File: src/rtl/pgs_regs.svh
`ifndef PGS_REGS_SVH
`define PGS_REGS_SVH

// ----------------------------------------
// Register offsets
// ----------------------------------------
`define PGS_OFF_PIN_CTRL     8'h80
`define PGS_OFF_GEN_PIN      8'h81
`define PGS_OFF_PAT0         8'h90
`define PGS_OFF_PAT1         8'h91
`define PGS_OFF_PAT2         8'h92
`define PGS_OFF_PAT3         8'h93

// ----------------------------------------
// Reset values
// ----------------------------------------
`define PGS_RST_PIN_CTRL     8'h01
`define PGS_RST_GEN_PIN      8'hFC
`define PGS_RST_PAT          8'h00

// ----------------------------------------
// Field positions
// ----------------------------------------
`define PGS_PC_MODE_BIT      0
`define PGS_PC_DIR_BIT       1
`define PGS_PC_DATA_BIT      2
`define PGS_PC_DUTY_LSB      3
`define PGS_PC_RATE_LSB      6
`define PGS_GP_DIR_BIT       0
`define PGS_GP_DATA_BIT      1
`define PGS_GP_ONES          6'h3F
`define PGS_MAIN_EN_BIT      1
`define PGS_SUB_EN_BIT       2

// ----------------------------------------
// Timing (ns), counts at 5 ns clock
// ----------------------------------------
`define PGS_CLK_NS           5
`define PGS_T0_NS            1600
`define PGS_T1_NS            26000000
`define PGS_T2_NS            52000000
`define PGS_T3_NS            105000000
`define PGS_CYC(t)           ((t) / `PGS_CLK_NS)
`define PGS_PAT_BITS         32

`endif

File: src/rtl/pgs_pkg.sv
package pgs_pkg;

    typedef struct packed {
        logic       wr;
        logic       rd;
        logic [7:0] addr;
        logic [7:0] wdata;
    } pgs_req_s;

    typedef struct packed {
        logic [1:0] rate;
        logic [2:0] duty;
        logic       gdata;
        logic       gdir;
        logic       mode;
    } pgs_pin_ctrl_s;

    typedef enum logic [2:0] {
        PGS_IDLE = 3'b001,
        PGS_SEND = 3'b010,
        PGS_DEAD = 3'b100
    } pgs_state_e;

endpackage

File: src/rtl/pgs_bit_timer.sv
`timescale 1ns/100ps
`include "pgs_regs.svh"

module pgs_bit_timer
    import pgs_pkg::*;
#(
    parameter int unsigned CNT0 = `PGS_CYC(`PGS_T0_NS),
    parameter int unsigned CNT1 = `PGS_CYC(`PGS_T1_NS),
    parameter int unsigned CNT2 = `PGS_CYC(`PGS_T2_NS),
    parameter int unsigned CNT3 = `PGS_CYC(`PGS_T3_NS)
) (
    input  wire logic       clk,
    input  wire logic       rst_n,
    input  wire logic       restart,
    input  wire logic [1:0] rate,
    output logic            tick
);

    // Counts must be nonzero and CNT3 must fit the 27-bit counter
    if (CNT0 < 1 || CNT1 < 1 || CNT2 < 1 || CNT3 < 1 || CNT3 >= 2**27) begin : g_bad_cnt
        $error("pgs_bit_timer: unsupported bit time count");
    end

    logic [26:0] count;
    logic [26:0] limit;

    always_comb begin
        case (rate)
            2'b00:   limit = 27'(CNT0 - 1);
            2'b01:   limit = 27'(CNT1 - 1);
            2'b10:   limit = 27'(CNT2 - 1);
            default: limit = 27'(CNT3 - 1);
        endcase
    end

    // Bit time from clock count
    always_ff @(posedge clk or negedge rst_n) begin
        if (!rst_n) begin
            count <= 27'h0000000;
            tick  <= 1'b0;
        end else if (restart) begin
            count <= 27'h0000000;
            tick  <= 1'b0;
        end else if (count >= limit) begin
            count <= 27'h0000000;
            tick  <= 1'b1;
        end else begin
            count <= count + 27'h0000001;
            tick  <= 1'b0;
        end
    end

endmodule // pgs_bit_timer

File: src/rtl/pgs_top.sv
`timescale 1ns/100ps
`include "pgs_regs.svh"

module pgs_top
    import pgs_pkg::*;
#(
    parameter int unsigned CNT0 = `PGS_CYC(`PGS_T0_NS),
    parameter int unsigned CNT1 = `PGS_CYC(`PGS_T1_NS),
    parameter int unsigned CNT2 = `PGS_CYC(`PGS_T2_NS),
    parameter int unsigned CNT3 = `PGS_CYC(`PGS_T3_NS)
) (
    // Clock and reset
    input  wire logic       MCLK,
    input  wire logic       RST_N,
    // Register port
    input  wire logic       REG_WR,
    input  wire logic       REG_RD,
    input  wire logic [7:0] REG_ADDR,
    input  wire logic [7:0] REG_WDATA,
    output logic      [7:0] REG_RDATA,
    // Multi-function pin
    input  wire logic       MFP_IN,
    output logic            MFP_OUT,
    output logic            MFP_OE,
    // Hardware enable seen on pin
    output logic            HW_ENABLE,
    // Dedicated general pin
    input  wire logic       GPIN_IN,
    output logic            GPIN_OUT,
    output logic            GPIN_OE,
    // Current sink enables
    output logic            MAIN_SINK_ENABLE,
    output logic            SECONDARY_SINK_ENABLE
);

    // ----------------------------------------
    // Registers
    // ----------------------------------------
    pgs_req_s      req;
    pgs_pin_ctrl_s pin_ctrl;
    logic [7:0]    pattern_byte [4];
    logic [1:0]    gen_pin;
    logic [31:0]   pattern;
    logic          ctrl_wr;

    assign req     = '{wr: REG_WR, rd: REG_RD, addr: REG_ADDR, wdata: REG_WDATA};
    assign ctrl_wr = req.wr && (req.addr == `PGS_OFF_PIN_CTRL);

    always_ff @(posedge MCLK or negedge RST_N) begin
        if (!RST_N) begin
            pin_ctrl <= pgs_pin_ctrl_s'(`PGS_RST_PIN_CTRL);
        end else if (ctrl_wr) begin
            pin_ctrl <= pgs_pin_ctrl_s'(req.wdata);
        end
    end

    genvar gi;
    generate
        for (gi = 0; gi < 4; gi++) begin : g_pat
            always_ff @(posedge MCLK or negedge RST_N) begin
                if (!RST_N) begin
                    pattern_byte[gi] <= `PGS_RST_PAT;
                end else if (req.wr && req.addr == 8'(`PGS_OFF_PAT0 + gi)) begin
                    pattern_byte[gi] <= req.wdata;
                end
            end
            assign pattern[gi*8 +: 8] = pattern_byte[gi];
        end
    endgenerate

    // General register: bit 1 data, bit 0 direction; ones above read back
    always_ff @(posedge MCLK or negedge RST_N) begin
        if (!RST_N) begin
            gen_pin <= 2'(`PGS_RST_GEN_PIN);
        end else if (req.wr && req.addr == `PGS_OFF_GEN_PIN) begin
            gen_pin <= req.wdata[1:0];
        end
    end

    // ----------------------------------------
    // Sink enables
    // ----------------------------------------
    always_ff @(posedge MCLK or negedge RST_N) begin
        if (!RST_N) begin
            MAIN_SINK_ENABLE      <= 1'b0;
            SECONDARY_SINK_ENABLE <= 1'b0;
        end else if (req.wr && req.addr == `PGS_OFF_GEN_PIN) begin
            MAIN_SINK_ENABLE      <= req.wdata[`PGS_MAIN_EN_BIT];
            SECONDARY_SINK_ENABLE <= req.wdata[`PGS_SUB_EN_BIT];
        end
    end

    // ----------------------------------------
    // Read-back
    // ----------------------------------------
    always_ff @(posedge MCLK or negedge RST_N) begin
        if (!RST_N) begin
            REG_RDATA <= 8'h00;
        end else if (req.rd) begin
            case (req.addr)
                `PGS_OFF_PIN_CTRL: REG_RDATA <= {pin_ctrl.rate, pin_ctrl.duty,
                                    (pin_ctrl.gdir ? MFP_IN : pin_ctrl.gdata),
                                    pin_ctrl.gdir, pin_ctrl.mode};
                `PGS_OFF_GEN_PIN:  REG_RDATA <= {`PGS_GP_ONES,
                                    (gen_pin[0] ? gen_pin[1] : GPIN_IN), gen_pin[0]};
                `PGS_OFF_PAT0:     REG_RDATA <= pattern_byte[0];
                `PGS_OFF_PAT1:     REG_RDATA <= pattern_byte[1];
                `PGS_OFF_PAT2:     REG_RDATA <= pattern_byte[2];
                `PGS_OFF_PAT3:     REG_RDATA <= pattern_byte[3];
                default:           REG_RDATA <= 8'h00;
            endcase
        end
    end

    // ----------------------------------------
    // Pattern sequencer
    // ----------------------------------------
    logic       tick;
    logic       pat_mode;
    logic [4:0] bit_idx;
    logic [1:0] dead_pat;
    logic [1:0] dead_need;
    pgs_state_e state;

    assign pat_mode = pin_ctrl.mode && (pin_ctrl.duty != 3'b000);

    // Duty 1/n -> n-1 dead patterns; codes 5-7 run full duty, code 0 disables pattern mode
    always_comb begin
        case (pin_ctrl.duty)
            3'b010:  dead_need = 2'd1;
            3'b011:  dead_need = 2'd2;
            3'b100:  dead_need = 2'd3;
            default: dead_need = 2'd0;
        endcase
    end

    pgs_bit_timer #(
        .CNT0 (CNT0),
        .CNT1 (CNT1),
        .CNT2 (CNT2),
        .CNT3 (CNT3)
    ) u_timer (
        .clk     (MCLK),
        .rst_n   (RST_N),
        .restart (ctrl_wr || !pat_mode),
        .rate    (pin_ctrl.rate),
        .tick    (tick)
    );

    always_ff @(posedge MCLK or negedge RST_N) begin
        if (!RST_N) begin
            state    <= PGS_IDLE;
            bit_idx  <= 5'd0;
            dead_pat <= 2'd0;
        end else if (ctrl_wr || !pat_mode) begin
            state    <= PGS_IDLE;
            bit_idx  <= 5'd0;
            dead_pat <= 2'd0;
        end else begin
            case (state)
                PGS_IDLE: state <= PGS_SEND;
                PGS_SEND: begin
                    if (tick) begin
                        bit_idx <= bit_idx + 5'd1;
                        if (bit_idx == 5'd31 && dead_need != 2'd0) begin
                            state    <= PGS_DEAD;
                            dead_pat <= 2'd0;
                        end
                    end
                end
                PGS_DEAD: begin
                    if (tick) begin
                        bit_idx <= bit_idx + 5'd1;
                        if (bit_idx == 5'd31) begin
                            if (dead_pat + 2'd1 >= dead_need) begin
                                state <= PGS_SEND;
                            end
                            dead_pat <= dead_pat + 2'd1;
                        end
                    end
                end
                default: state <= PGS_IDLE;
            endcase
        end
    end

    // ----------------------------------------
    // Pin drive
    // ----------------------------------------
    always_ff @(posedge MCLK or negedge RST_N) begin
        if (!RST_N) begin
            MFP_OUT   <= 1'b0;
            MFP_OE    <= 1'b0;
            HW_ENABLE <= 1'b0;
        end else begin
            HW_ENABLE <= !pin_ctrl.mode && MFP_IN;
            if (!pin_ctrl.mode) begin
                MFP_OUT <= 1'b0;
                MFP_OE  <= 1'b0;
            end else if (pat_mode) begin
                MFP_OUT <= 1'b0;
                MFP_OE  <= (state == PGS_SEND) && pattern[bit_idx];
            end else if (!pin_ctrl.gdir) begin
                MFP_OUT <= pin_ctrl.gdata;
                MFP_OE  <= 1'b1;
            end else begin
                MFP_OUT <= 1'b0;
                MFP_OE  <= 1'b0;
            end
        end
    end

    // Dedicated general pin: direction 1 drives bit 1
    always_ff @(posedge MCLK or negedge RST_N) begin
        if (!RST_N) begin
            GPIN_OUT <= 1'b0;
            GPIN_OE  <= 1'b0;
        end else begin
            GPIN_OUT <= gen_pin[1];
            GPIN_OE  <= gen_pin[0];
        end
    end

endmodule // pgs_top

File: config.mk
export PLATFORM = sky130hd
export DESIGN_NAME = pgs_top
export DESIGN_NICKNAME = d
export VERILOG_FILES = /design/src/rtl/pgs_pkg.sv /design/src/rtl/pgs_bit_timer.sv /design/src/rtl/pgs_top.sv
export VERILOG_INCLUDE_DIRS = /design/src /design/src/rtl
export SDC_FILE = /design/constraint.sdc
export NUM_CORES = 1
export LEC_CHECK = 0
export ABC_AREA = 1
export BUFFER_PORTS_ARGS = -buffer_cell sky130_fd_sc_hd__buf_2
export CORE_ASPECT_RATIO = 1.2
export CORE_MARGIN = 2
export CORE_UTILIZATION = 60
export DETAILED_ROUTE_END_ITERATION = 12
export PLACE_DENSITY = 0.85
export SETUP_SLACK_MARGIN = 0.05
export SLEW_MARGIN = 5
export SYNTH_ARGS = -nofsm -noshare
export SYNTH_HDL_FRONTEND = slang
export SYNTH_SLANG_ARGS = --single-unit
File: constraint.sdc
create_clock -name MCLK -period 3.9 [get_ports MCLK]
set_clock_uncertainty 0.15 [all_clocks]
set_input_delay 0.585 -clock MCLK [delete_from_list [all_inputs] [get_ports MCLK]]
set_output_delay 0.585 -clock MCLK [all_outputs]
set_load 0.01 [all_outputs]
Word-level counts from Yosys, hierarchy flattened:

Index checks and enable logic that the tools add are counted.

* word-level logic and storage cells: 105
* output and inout bits: 15
* input bits: 22
* bits in registers: 95

* equal/unequal tests: 20
* add/subtract/negate cells: 3
* reduce and logical (&&, ||, !) cells: 23
* order comparisons: 3
* mux-type cells: 33

Operators by type and width (number)
* 25-bit one-hot mux with 3 select lines: 1
* 27-bit two-way mux: 2
* 8-bit == test, second input constant: 6
* 8-bit one-hot mux with 6 select lines: 1
* 27-bit by 1-bit adder with 27-bit output, second input constant: 1
* 27-bit by 25-bit >= comparator with 1-bit output: 1
* 3-bit two-way mux: 6
* 5-bit two-way mux: 3
* 1-bit two-way mux: 11
* 1-bit logical AND: 10
* 2-bit two-way mux: 5
* 5-bit AND reduction: 2
* 3-bit by 2-bit == test with 1-bit output, second input constant: 3
* 3-bit by 2-bit != test with 1-bit output, second input constant: 3
* 3-bit one-hot mux with 3 select lines: 1
* 3-bit == test, second input constant: 2
* 5-bit by 6-bit less-than comparator with 1-bit output, second input constant: 1
* 3-bit by 1-bit != test with 1-bit output, second input constant: 2
* 2-bit one-hot mux with 3 select lines: 1
* 2-bit nonzero test: 3
* 3-bit nonzero test: 2
* 5-bit by 1-bit adder with 5-bit output, second input constant: 1
* 1-bit binary-select mux with 5-bit select: 1
* 5-bit == test, second input constant: 1
* 11 further kinds: 12

Longest topological paths before layout:

Gate-level depths: netlist of run 1.

* depth in word-level cells: 8
* depth in mapped cells: 16
* gate-level depth less buffers: 15

Modules after synthesis:

A second synthesis of run 1 with hierarchy kept.

* cell total of the unflattened synthesis: 817
* area, all modules: 5840.6 um^2

By module, submodules not included
* pgs_top: area an instance 3638.5 um^2, times used 1, cells an instance 482, seq. area each 1654.1 um^2
* pgs_bit_timer: area an instance 2202.1 um^2, times used 1, cells an instance 335, seq. area each 700.7 um^2

Worst setup path after synthesis of run 1:

Ideal clock, no wire load.

* kind: flip-flop to flip-flop
* start point: reg pin_ctrl[6] (netlist bit)
* end point: reg u_timer.count[10]
* path buffers: 1
* cell stages (with the launch flop): 17
* data required time: 3.627 ns
* arrival: 1.984 ns
* library setup time: 0.123 ns
* period minus slack after synthesis: 2.257 ns
* path slack: 1.643 ns
* path through: dfrtp_1 inv_1 ha_1 inv_1 ha_1 nand2_1 nor2_1 nand3_1 nand3_1 nand2_1 nand2_1 nand2_1 nand2_1 nand2_1 nand2_2 buf_6 nor2_1

* word-level cells in the longest chain between the ends: 5
* elaborated cells between the ends (all ways): 7
* classes of those cells: order compare (1); eq/ne (2); mux (3); reduce/logical (1)

RTL lines
* start: declaration: RTL line pgs_top.sv:40 `pgs_pin_ctrl_s pin_ctrl;`
* start signal: assignment: RTL line pgs_top.sv:51 `` pin_ctrl <= pgs_pin_ctrl_s'(`PGS_RST_PIN_CTRL); ``
* start signal: assignment: RTL line pgs_top.sv:53 `pin_ctrl <= pgs_pin_ctrl_s'(req.wdata);`
* 2-bit == test (tied with other cells): RTL line pgs_bit_timer.sv:28 `case (rate)`
* 25-bit one-hot mux with 3 select lines *: RTL line pgs_bit_timer.sv:28
* 27-bit by 25-bit >= comparator with 1-bit output *: RTL line pgs_bit_timer.sv:44 `end else if (count >= limit) begin`
* 27-bit two-way mux *: RTL line pgs_bit_timer.sv:44
* 27-bit two-way mux *: RTL line pgs_bit_timer.sv:41 `end else if (restart) begin`
* end signal: assignment: RTL line pgs_bit_timer.sv:48 `count <= count + 27'h0000001;`
* end: declaration: RTL line pgs_bit_timer.sv:24 `logic [26:0] count;`

Mark *: on every way between the ends. The rest lies on a longest branch, timed or not.
A chain may end at the register's enable or synchronous reset.

Worst setup path in the final report of run 1:

* start point: reg pin_ctrl[6] (netlist bit)
* end point: reg u_timer.count[24]

The elaborated chain is that of the path after synthesis.

==> results of run 1 <==
-- cell type report --
type                            instances  share of cell area, %
Clock inverter                          6                  0.789
Clock buffer                           10                   2.28
Multi-Input combinational cell        541                   46.2
Tap cell                              120                   2.49
Inverter                               96                   5.98
Timing Repair Buffer                   37                   3.16
Sequential cell                        94                   39.1
-- power breakdown --
group,total [mW],switching [mW],internal (mW)
clock network,0.628,0.375,0.253
logic,0.157,0.110,0.0473
registers,1.02,0.0176,1.00
-- final timing paths --
| kind | startpoint | endpoint | slack, ns | depth (start not counted) |
|---|---|---|---|---|
| max in group asynchronous | RST_N | pattern[23] | 2.55 | 2 |
| min in group MCLK | REG_WDATA[3] | pattern[11] | 0.28 | 3 |
| setup reg to reg | pin_ctrl[6] | u_timer.count[24] | 1.08 | 15 |
| setup / recovery | pin_ctrl[6] | u_timer.count[24] | 1.08 | 15 |
| hold / removal | RST_N | state[2] | 0.22 | 1 |
| hold reg to reg | gen_pin[1] | GPIN_OUT | 0.28 | 0 |
-- layer usage --
layer / up-vias / GRT usage, % / wire length (um)
met5: - / 0 / 0
met4: 0 / 20.5 / 796
met3: 66 / 4.93 / 620
met2: 199 / 51.1 / 6900
met1: 2364 / 32.6 / 5360
li1: 2498 / - / -
-- per-stage QoR --
step / hold WS, ns / area [um^2] / util [%]
after floorplan: 0.139 / 5610 / -
after global placement: 0.256 / 5840 / 64.3
after detailed placement: 0.259 / 5840 / 64.3
after CTS: 0.259 / 6030 / 66.4
after global routing: 0.275 / 6030 / 66.4
final: 0.215 / 6030 / 66.4
-- sequential cells by signal, indices dropped and copies added, names as in the netlist --
| signal | flops |
|---|---|
| GPIN_OE | 1 |
| GPIN_OUT | 1 |
| HW_ENABLE | 1 |
| MFP_OE | 1 |
| MFP_OUT | 1 |
| REG_RDATA | 8 |
| SECONDARY_SINK_ENABLE | 1 |
| bit_idx | 5 |
| dead_pat | 2 |
| gen_pin | 2 |
| pattern | 32 |
| pin_ctrl | 8 |
| state | 3 |
| u_timer.count | 27 |
| u_timer.tick | 1 |
-- cell usage in the layout, fill, tap and decap left out, types with 4 or more instances in the layout --
cell type and count:
dfrtp_1 92, nand4_1 10, nand2_1 188, clkinv_4 4
nor3_1 14, nand2_2 8, nor2_1 79, o22ai_1 7
inv_1 94, or2_2 5, clkbuf_8 10, o21ai_2 18
o21ai_0 64, ha_1 23, nand3_1 70, nor2_2 4
a21oi_1 16, buf_2 35
-- cell families (layout without fill, tap and decap cells) --
logic type	after synthesis	in the layout
muxes	1	1
xor gates and xnor gates	4	4
buffers and inverters	112	149
other	1	1
and+or+nand+nor	391	391
DFF	94	94
AOI/OAI and AO/OA	121	121
adders and majority gates	23	23
==> results.yml, run 1 <==
outcome:
  status: "finished, final reports clean"
grt:
  grt_pass1_vias: 4963
  grt_max_degree: 84
  gr-total-overflow: 0
  grt.total_usage_pct: 29.2
  grt_pass1_wl_mm: 23.0
  antenna_found_initial: 0
clocking:
  ctsResizeCount: 0
  cts.sinks: 94
  htree_num_levels: 3
  cts_buffers: 9
  clockBufferDepth: 2
  post_cts_buffers: 0
  clkTransAtPathRegs_ns: 0.10
  cts_tree: "done"
  cts_root_buf: "clkbuf_8"
  clock_latency_ns: 0.39
  hold_buffers: 0
yosys:
  synth_top_cell_by_area: "dfrtp_1"
  netlist_instances: 747
  synth_top_family_by_area: "simple AND/OR/NAND/NOR gates"
  ys_ff_latch: 94
  syn-num-nets: 792
  ys_types: 44
  synthMuxAreaShare_pct: 0.179
  synth.avg_cell_area_um2: 7.51
  yosys-top-cells-count: "nand2_1, inv_1, dfrtp_1"
  async_flop_share_pct: 100
  synth_compound_area_share_pct: 12.9
  ys_top_cells_by_area: "dfrtp_1, nand2_1, inv_1, nand3_1, o21ai_0"
  syn_area_um2: 5610
  synth_xor_area_share_pct: 0.625
  synth_adder_area_share_pct: 5.13
  yosys_warnings: 0
  yosysMostFrequentCell: "nand2_1"
  yosysSeqAreaShare_pct: 42.0
  yosys.area_share.simple_pct: 30.8
  yosysTopAreaCellShare_pct: 41.1
  synth-edff-count: 0
  synth-main-ff-cell: "dfrtp_1"
worst_setup_path:
  crit_arrival_ns: 2.92
  critPathRequiredTime_ns: 4.00
  start_kind: "flop"
  critical_path_buf_inv_count: 2
  crit_family: "simple AND/OR/NAND/NOR gates"
  cp-end-kind: "flop"
  crit_path_top_delay_cell: "ha_1"
  critPathKind: "flop to flop"
  critical_path.max_fanout: 26
  worstPathCellList: "inv_1, ha_1, inv_1, ha_1, nand2_1, nor2_1, nand3_1, nand3_1, nand2_1, nand2_1, nand2_1, nand2_1, nand2_1, nand2_2, nor2_1"
  slowest_delay_ns: 0.43
  critPathMostFrequentCell: "nand2_1"
final_layout:
  antenna_cells: 0
  nFillCells: 786
  drive_gt1_share_pct: 13.0
  area_growth_pct: 7.50
  fin_nets: 824
  multi_input_comb_area_um2: 2790
  seqCellArea_um2: 2350
  final_cells: 904
timing:
  fin_tns_setup_ns: 0
  finalHoldViolCount: 0
  rsz0062_at_grt: "false"
  max_freq_mhz: 355
  fin_ws_ns: 1.08
  layout_min_cycle_time_ns: 2.82
  period_share_pct: 72.2
  slew_headroom_pct: 28.6
  setup_violations: 0
  drv_slew: 0
  worst_pin_slew_ns: 1.07
hold_path:
  hp-class: "primary input to async pin"
floorplan:
  die_w_um: 92.2
  pin_count: 37
  dieArea_um2: 10100
  die_y_um: 110
  fp.coreArea_um2: 9080
  rows: 38
  initial_core_util_pct: 61.7
placement:
  dp_hpwl_mm: 10.1
  post-place-ws_ns: 1.15
  gp_congestion: 0.920
  port_buffers: 36
  place_inst: 888
drt:
  routed_wl_mm: 13.7
  drt-vias-per-instance: 5.67
  drt-initial-drc-count: 289
  drc_errors: 0
  post_drt_wl_per_cell_um: 15.1
  postRouteAntennaNets: 0
  vias: 5127
  detail_route.first_pass.iterations: 6
power:
  p_leak_nw: 2.96
  p_total_mw: 1.80
  power.density_nw_per_um2: 299
  ir_worst_vdd_v: 0.000199
flow_run:
  max-cap-violations: 0
No activity file was read; power rests on OpenSTA's default activity.
==> inputs of run 2 (changes only) <==
==> constraint.sdc (replaced) <==
create_clock -name MCLK -period 2.7 [get_ports MCLK]
set_clock_uncertainty 0.15 [all_clocks]
set_input_delay 0.405 -clock MCLK [delete_from_list [all_inputs] [get_ports MCLK]]
set_output_delay 0.405 -clock MCLK [all_outputs]
set_load 0.01 [all_outputs]
==> results.yml, run 2 (same netlist as run 1, synthesis figures left out) <==
outcome:
  status: "finished, final reports clean"
grt:
  gr-total-overflow: 0
  antenna_found_initial: 0
  grt.total_usage_pct: 30.0
  grt_max_degree: 53
  grt_pass1_vias: 5071
  grt_pass1_wl_mm: 23.9
final_layout:
  drive_gt1_share_pct: 13.4
  seqCellArea_um2: 2350
  antenna_cells: 0
  nFillCells: 802
  fin_nets: 830
  layout_common_cells: "nand2_1, inv_1, dfrtp_1, nor2_1, nand3_1"
  final_util_pct: 67.4
  largest_reg_flops: 32
  area_growth_pct: 9.13
  multi_input_comb_area_um2: 2800
  final_common_cell: "nand2_1"
floorplan:
  die_y_um: 110
  die_w_um: 92.2
  dieArea_um2: 10100
  initial_core_util_pct: 61.7
  pin_count: 37
  fp.coreArea_um2: 9080
  rows: 38
timing:
  slew_headroom_pct: 61.3
  setup_violations: 0
  finalHoldViolCount: 0
  fin_tns_setup_ns: 0
  layout_min_cycle_time_ns: 2.40
  period_share_pct: 89.0
  max_freq_mhz: 416
  worst_pin_slew_ns: 0.580
  drv_slew: 0
  rsz0062_at_grt: "false"
worst_setup_path:
  start_kind: "flop"
  worstPathCellList: "inv_1, ha_4, inv_1, ha_1, nand2_1, nor2_1, nand3_1, nand3_1, nand2_1, nand2_1, nand2_1, nand2_1, nand2_1, nand2_2, buf_12, nor2_1"
  critical_path.max_fanout: 26
  crit_path_top_delay_cell: "dfrtp_1"
  critical_path_buf_inv_count: 3
  crit_arrival_ns: 2.51
  critPathMostFrequentCell: "nand2_1"
  critPathRequiredTime_ns: 2.81
  crit_family: "simple AND/OR/NAND/NOR gates"
  cp-end-kind: "flop"
  critPathKind: "flop to flop"
  slowest_delay_ns: 0.40
flow_run:
  max-cap-violations: 0
drt:
  drt-initial-drc-count: 460
  post_drt_wl_per_cell_um: 15.5
  routed_wl_mm: 14.1
  postRouteAntennaNets: 0
  drt-vias-per-instance: 5.72
  vias: 5208
  detail_route.first_pass.iterations: 5
  drc_errors: 0
clocking:
  post_cts_buffers: 0
  clockBufferDepth: 2
  clock_latency_ns: 0.37
  clkTransAtPathRegs_ns: 0.09
  cts_buffers: 9
  cts_tree: "done"
  cts.sinks: 94
  htree_num_levels: 3
  cts_root_buf: "clkbuf_8"
power:
  power.density_nw_per_um2: 434
  p_leak_nw: 3.00
  ir_worst_vdd_v: 0.000313
placement:
  gp_congestion: 0.953
  port_buffers: 36
  dp_hpwl_mm: 10.4
hold_path:
  hp-class: "primary input to flop"
run 2: per-layer routing:
metal | track usage [%] | wire, um
met1 | 35.1 | 5520
met2 | 54.4 | 7270
met3 | 5.00 | 756
met4 | 13.4 | 521
met5 | 0 | 0
run 2: worst register-to-register path: cells and delay by family, from the launching register on:
family	cells	cell delay (ns)
simple gates	11	0.82
fa+ha+maj	2	0.60
flops	1	0.40
buf+inv	3	0.32
run 2: area by class of cell:
cell class	count	share of cell area (%)
clock buffers	11	2.15
clock inverters	5	0.982
inverters	96	5.89
multi-input cells	541	45.7
flip-flops and latches	94	38.5
well taps	120	2.45
repair buffers	43	4.29
run 2: worst paths after layout:
kind,from,end,slack [ns],cells after the start
worst max register to register,pin_ctrl[6],u_timer.count[8],0.30,16
worst min-delay path,MFP_IN,HW_ENABLE,0.1,3
worst max-delay path,pin_ctrl[6],u_timer.count[8],0.30,16
max in group asynchronous,RST_N,state[0],1.30,3
min in group asynchronous,RST_N,dead_pat[1],0.41,2
worst min register to register,gen_pin[1],GPIN_OUT,0.29,0
run 2: where the power goes:
part           total [mW]  internal (mW)  leakage (nW)  switching, mW
clock network       0.945          0.431        0.0935          0.514
registers            1.47           1.45          1.26         0.0254
logic               0.237         0.0765          1.65          0.161
total                2.65           1.95          3.00          0.700
run 2: timing repair:
item / in CTS / in global routing
hold buffers: 1 / 0
gates resized for setup: 0 / 2
endpoints found under the setup margin: 0 / 26
endpoints found under the hold margin: 41 / 0
run 2: per-stage QoR:
stage	area [um^2]	hold WS, ns	std cells	setup slack (ns)	total power [mW]
after detailed placement	5900	0.266	893	0.218	1.73
after CTS	6110	0.0936	910	0.207	2.66
final	6120	0.0991	910	0.296	2.65
after global placement	5900	0.256	893	0.297	1.72
after global routing	6120	0.104	910	0.0817	2.76
after floorplan	5610	-0.0406	747	0.443	1.63
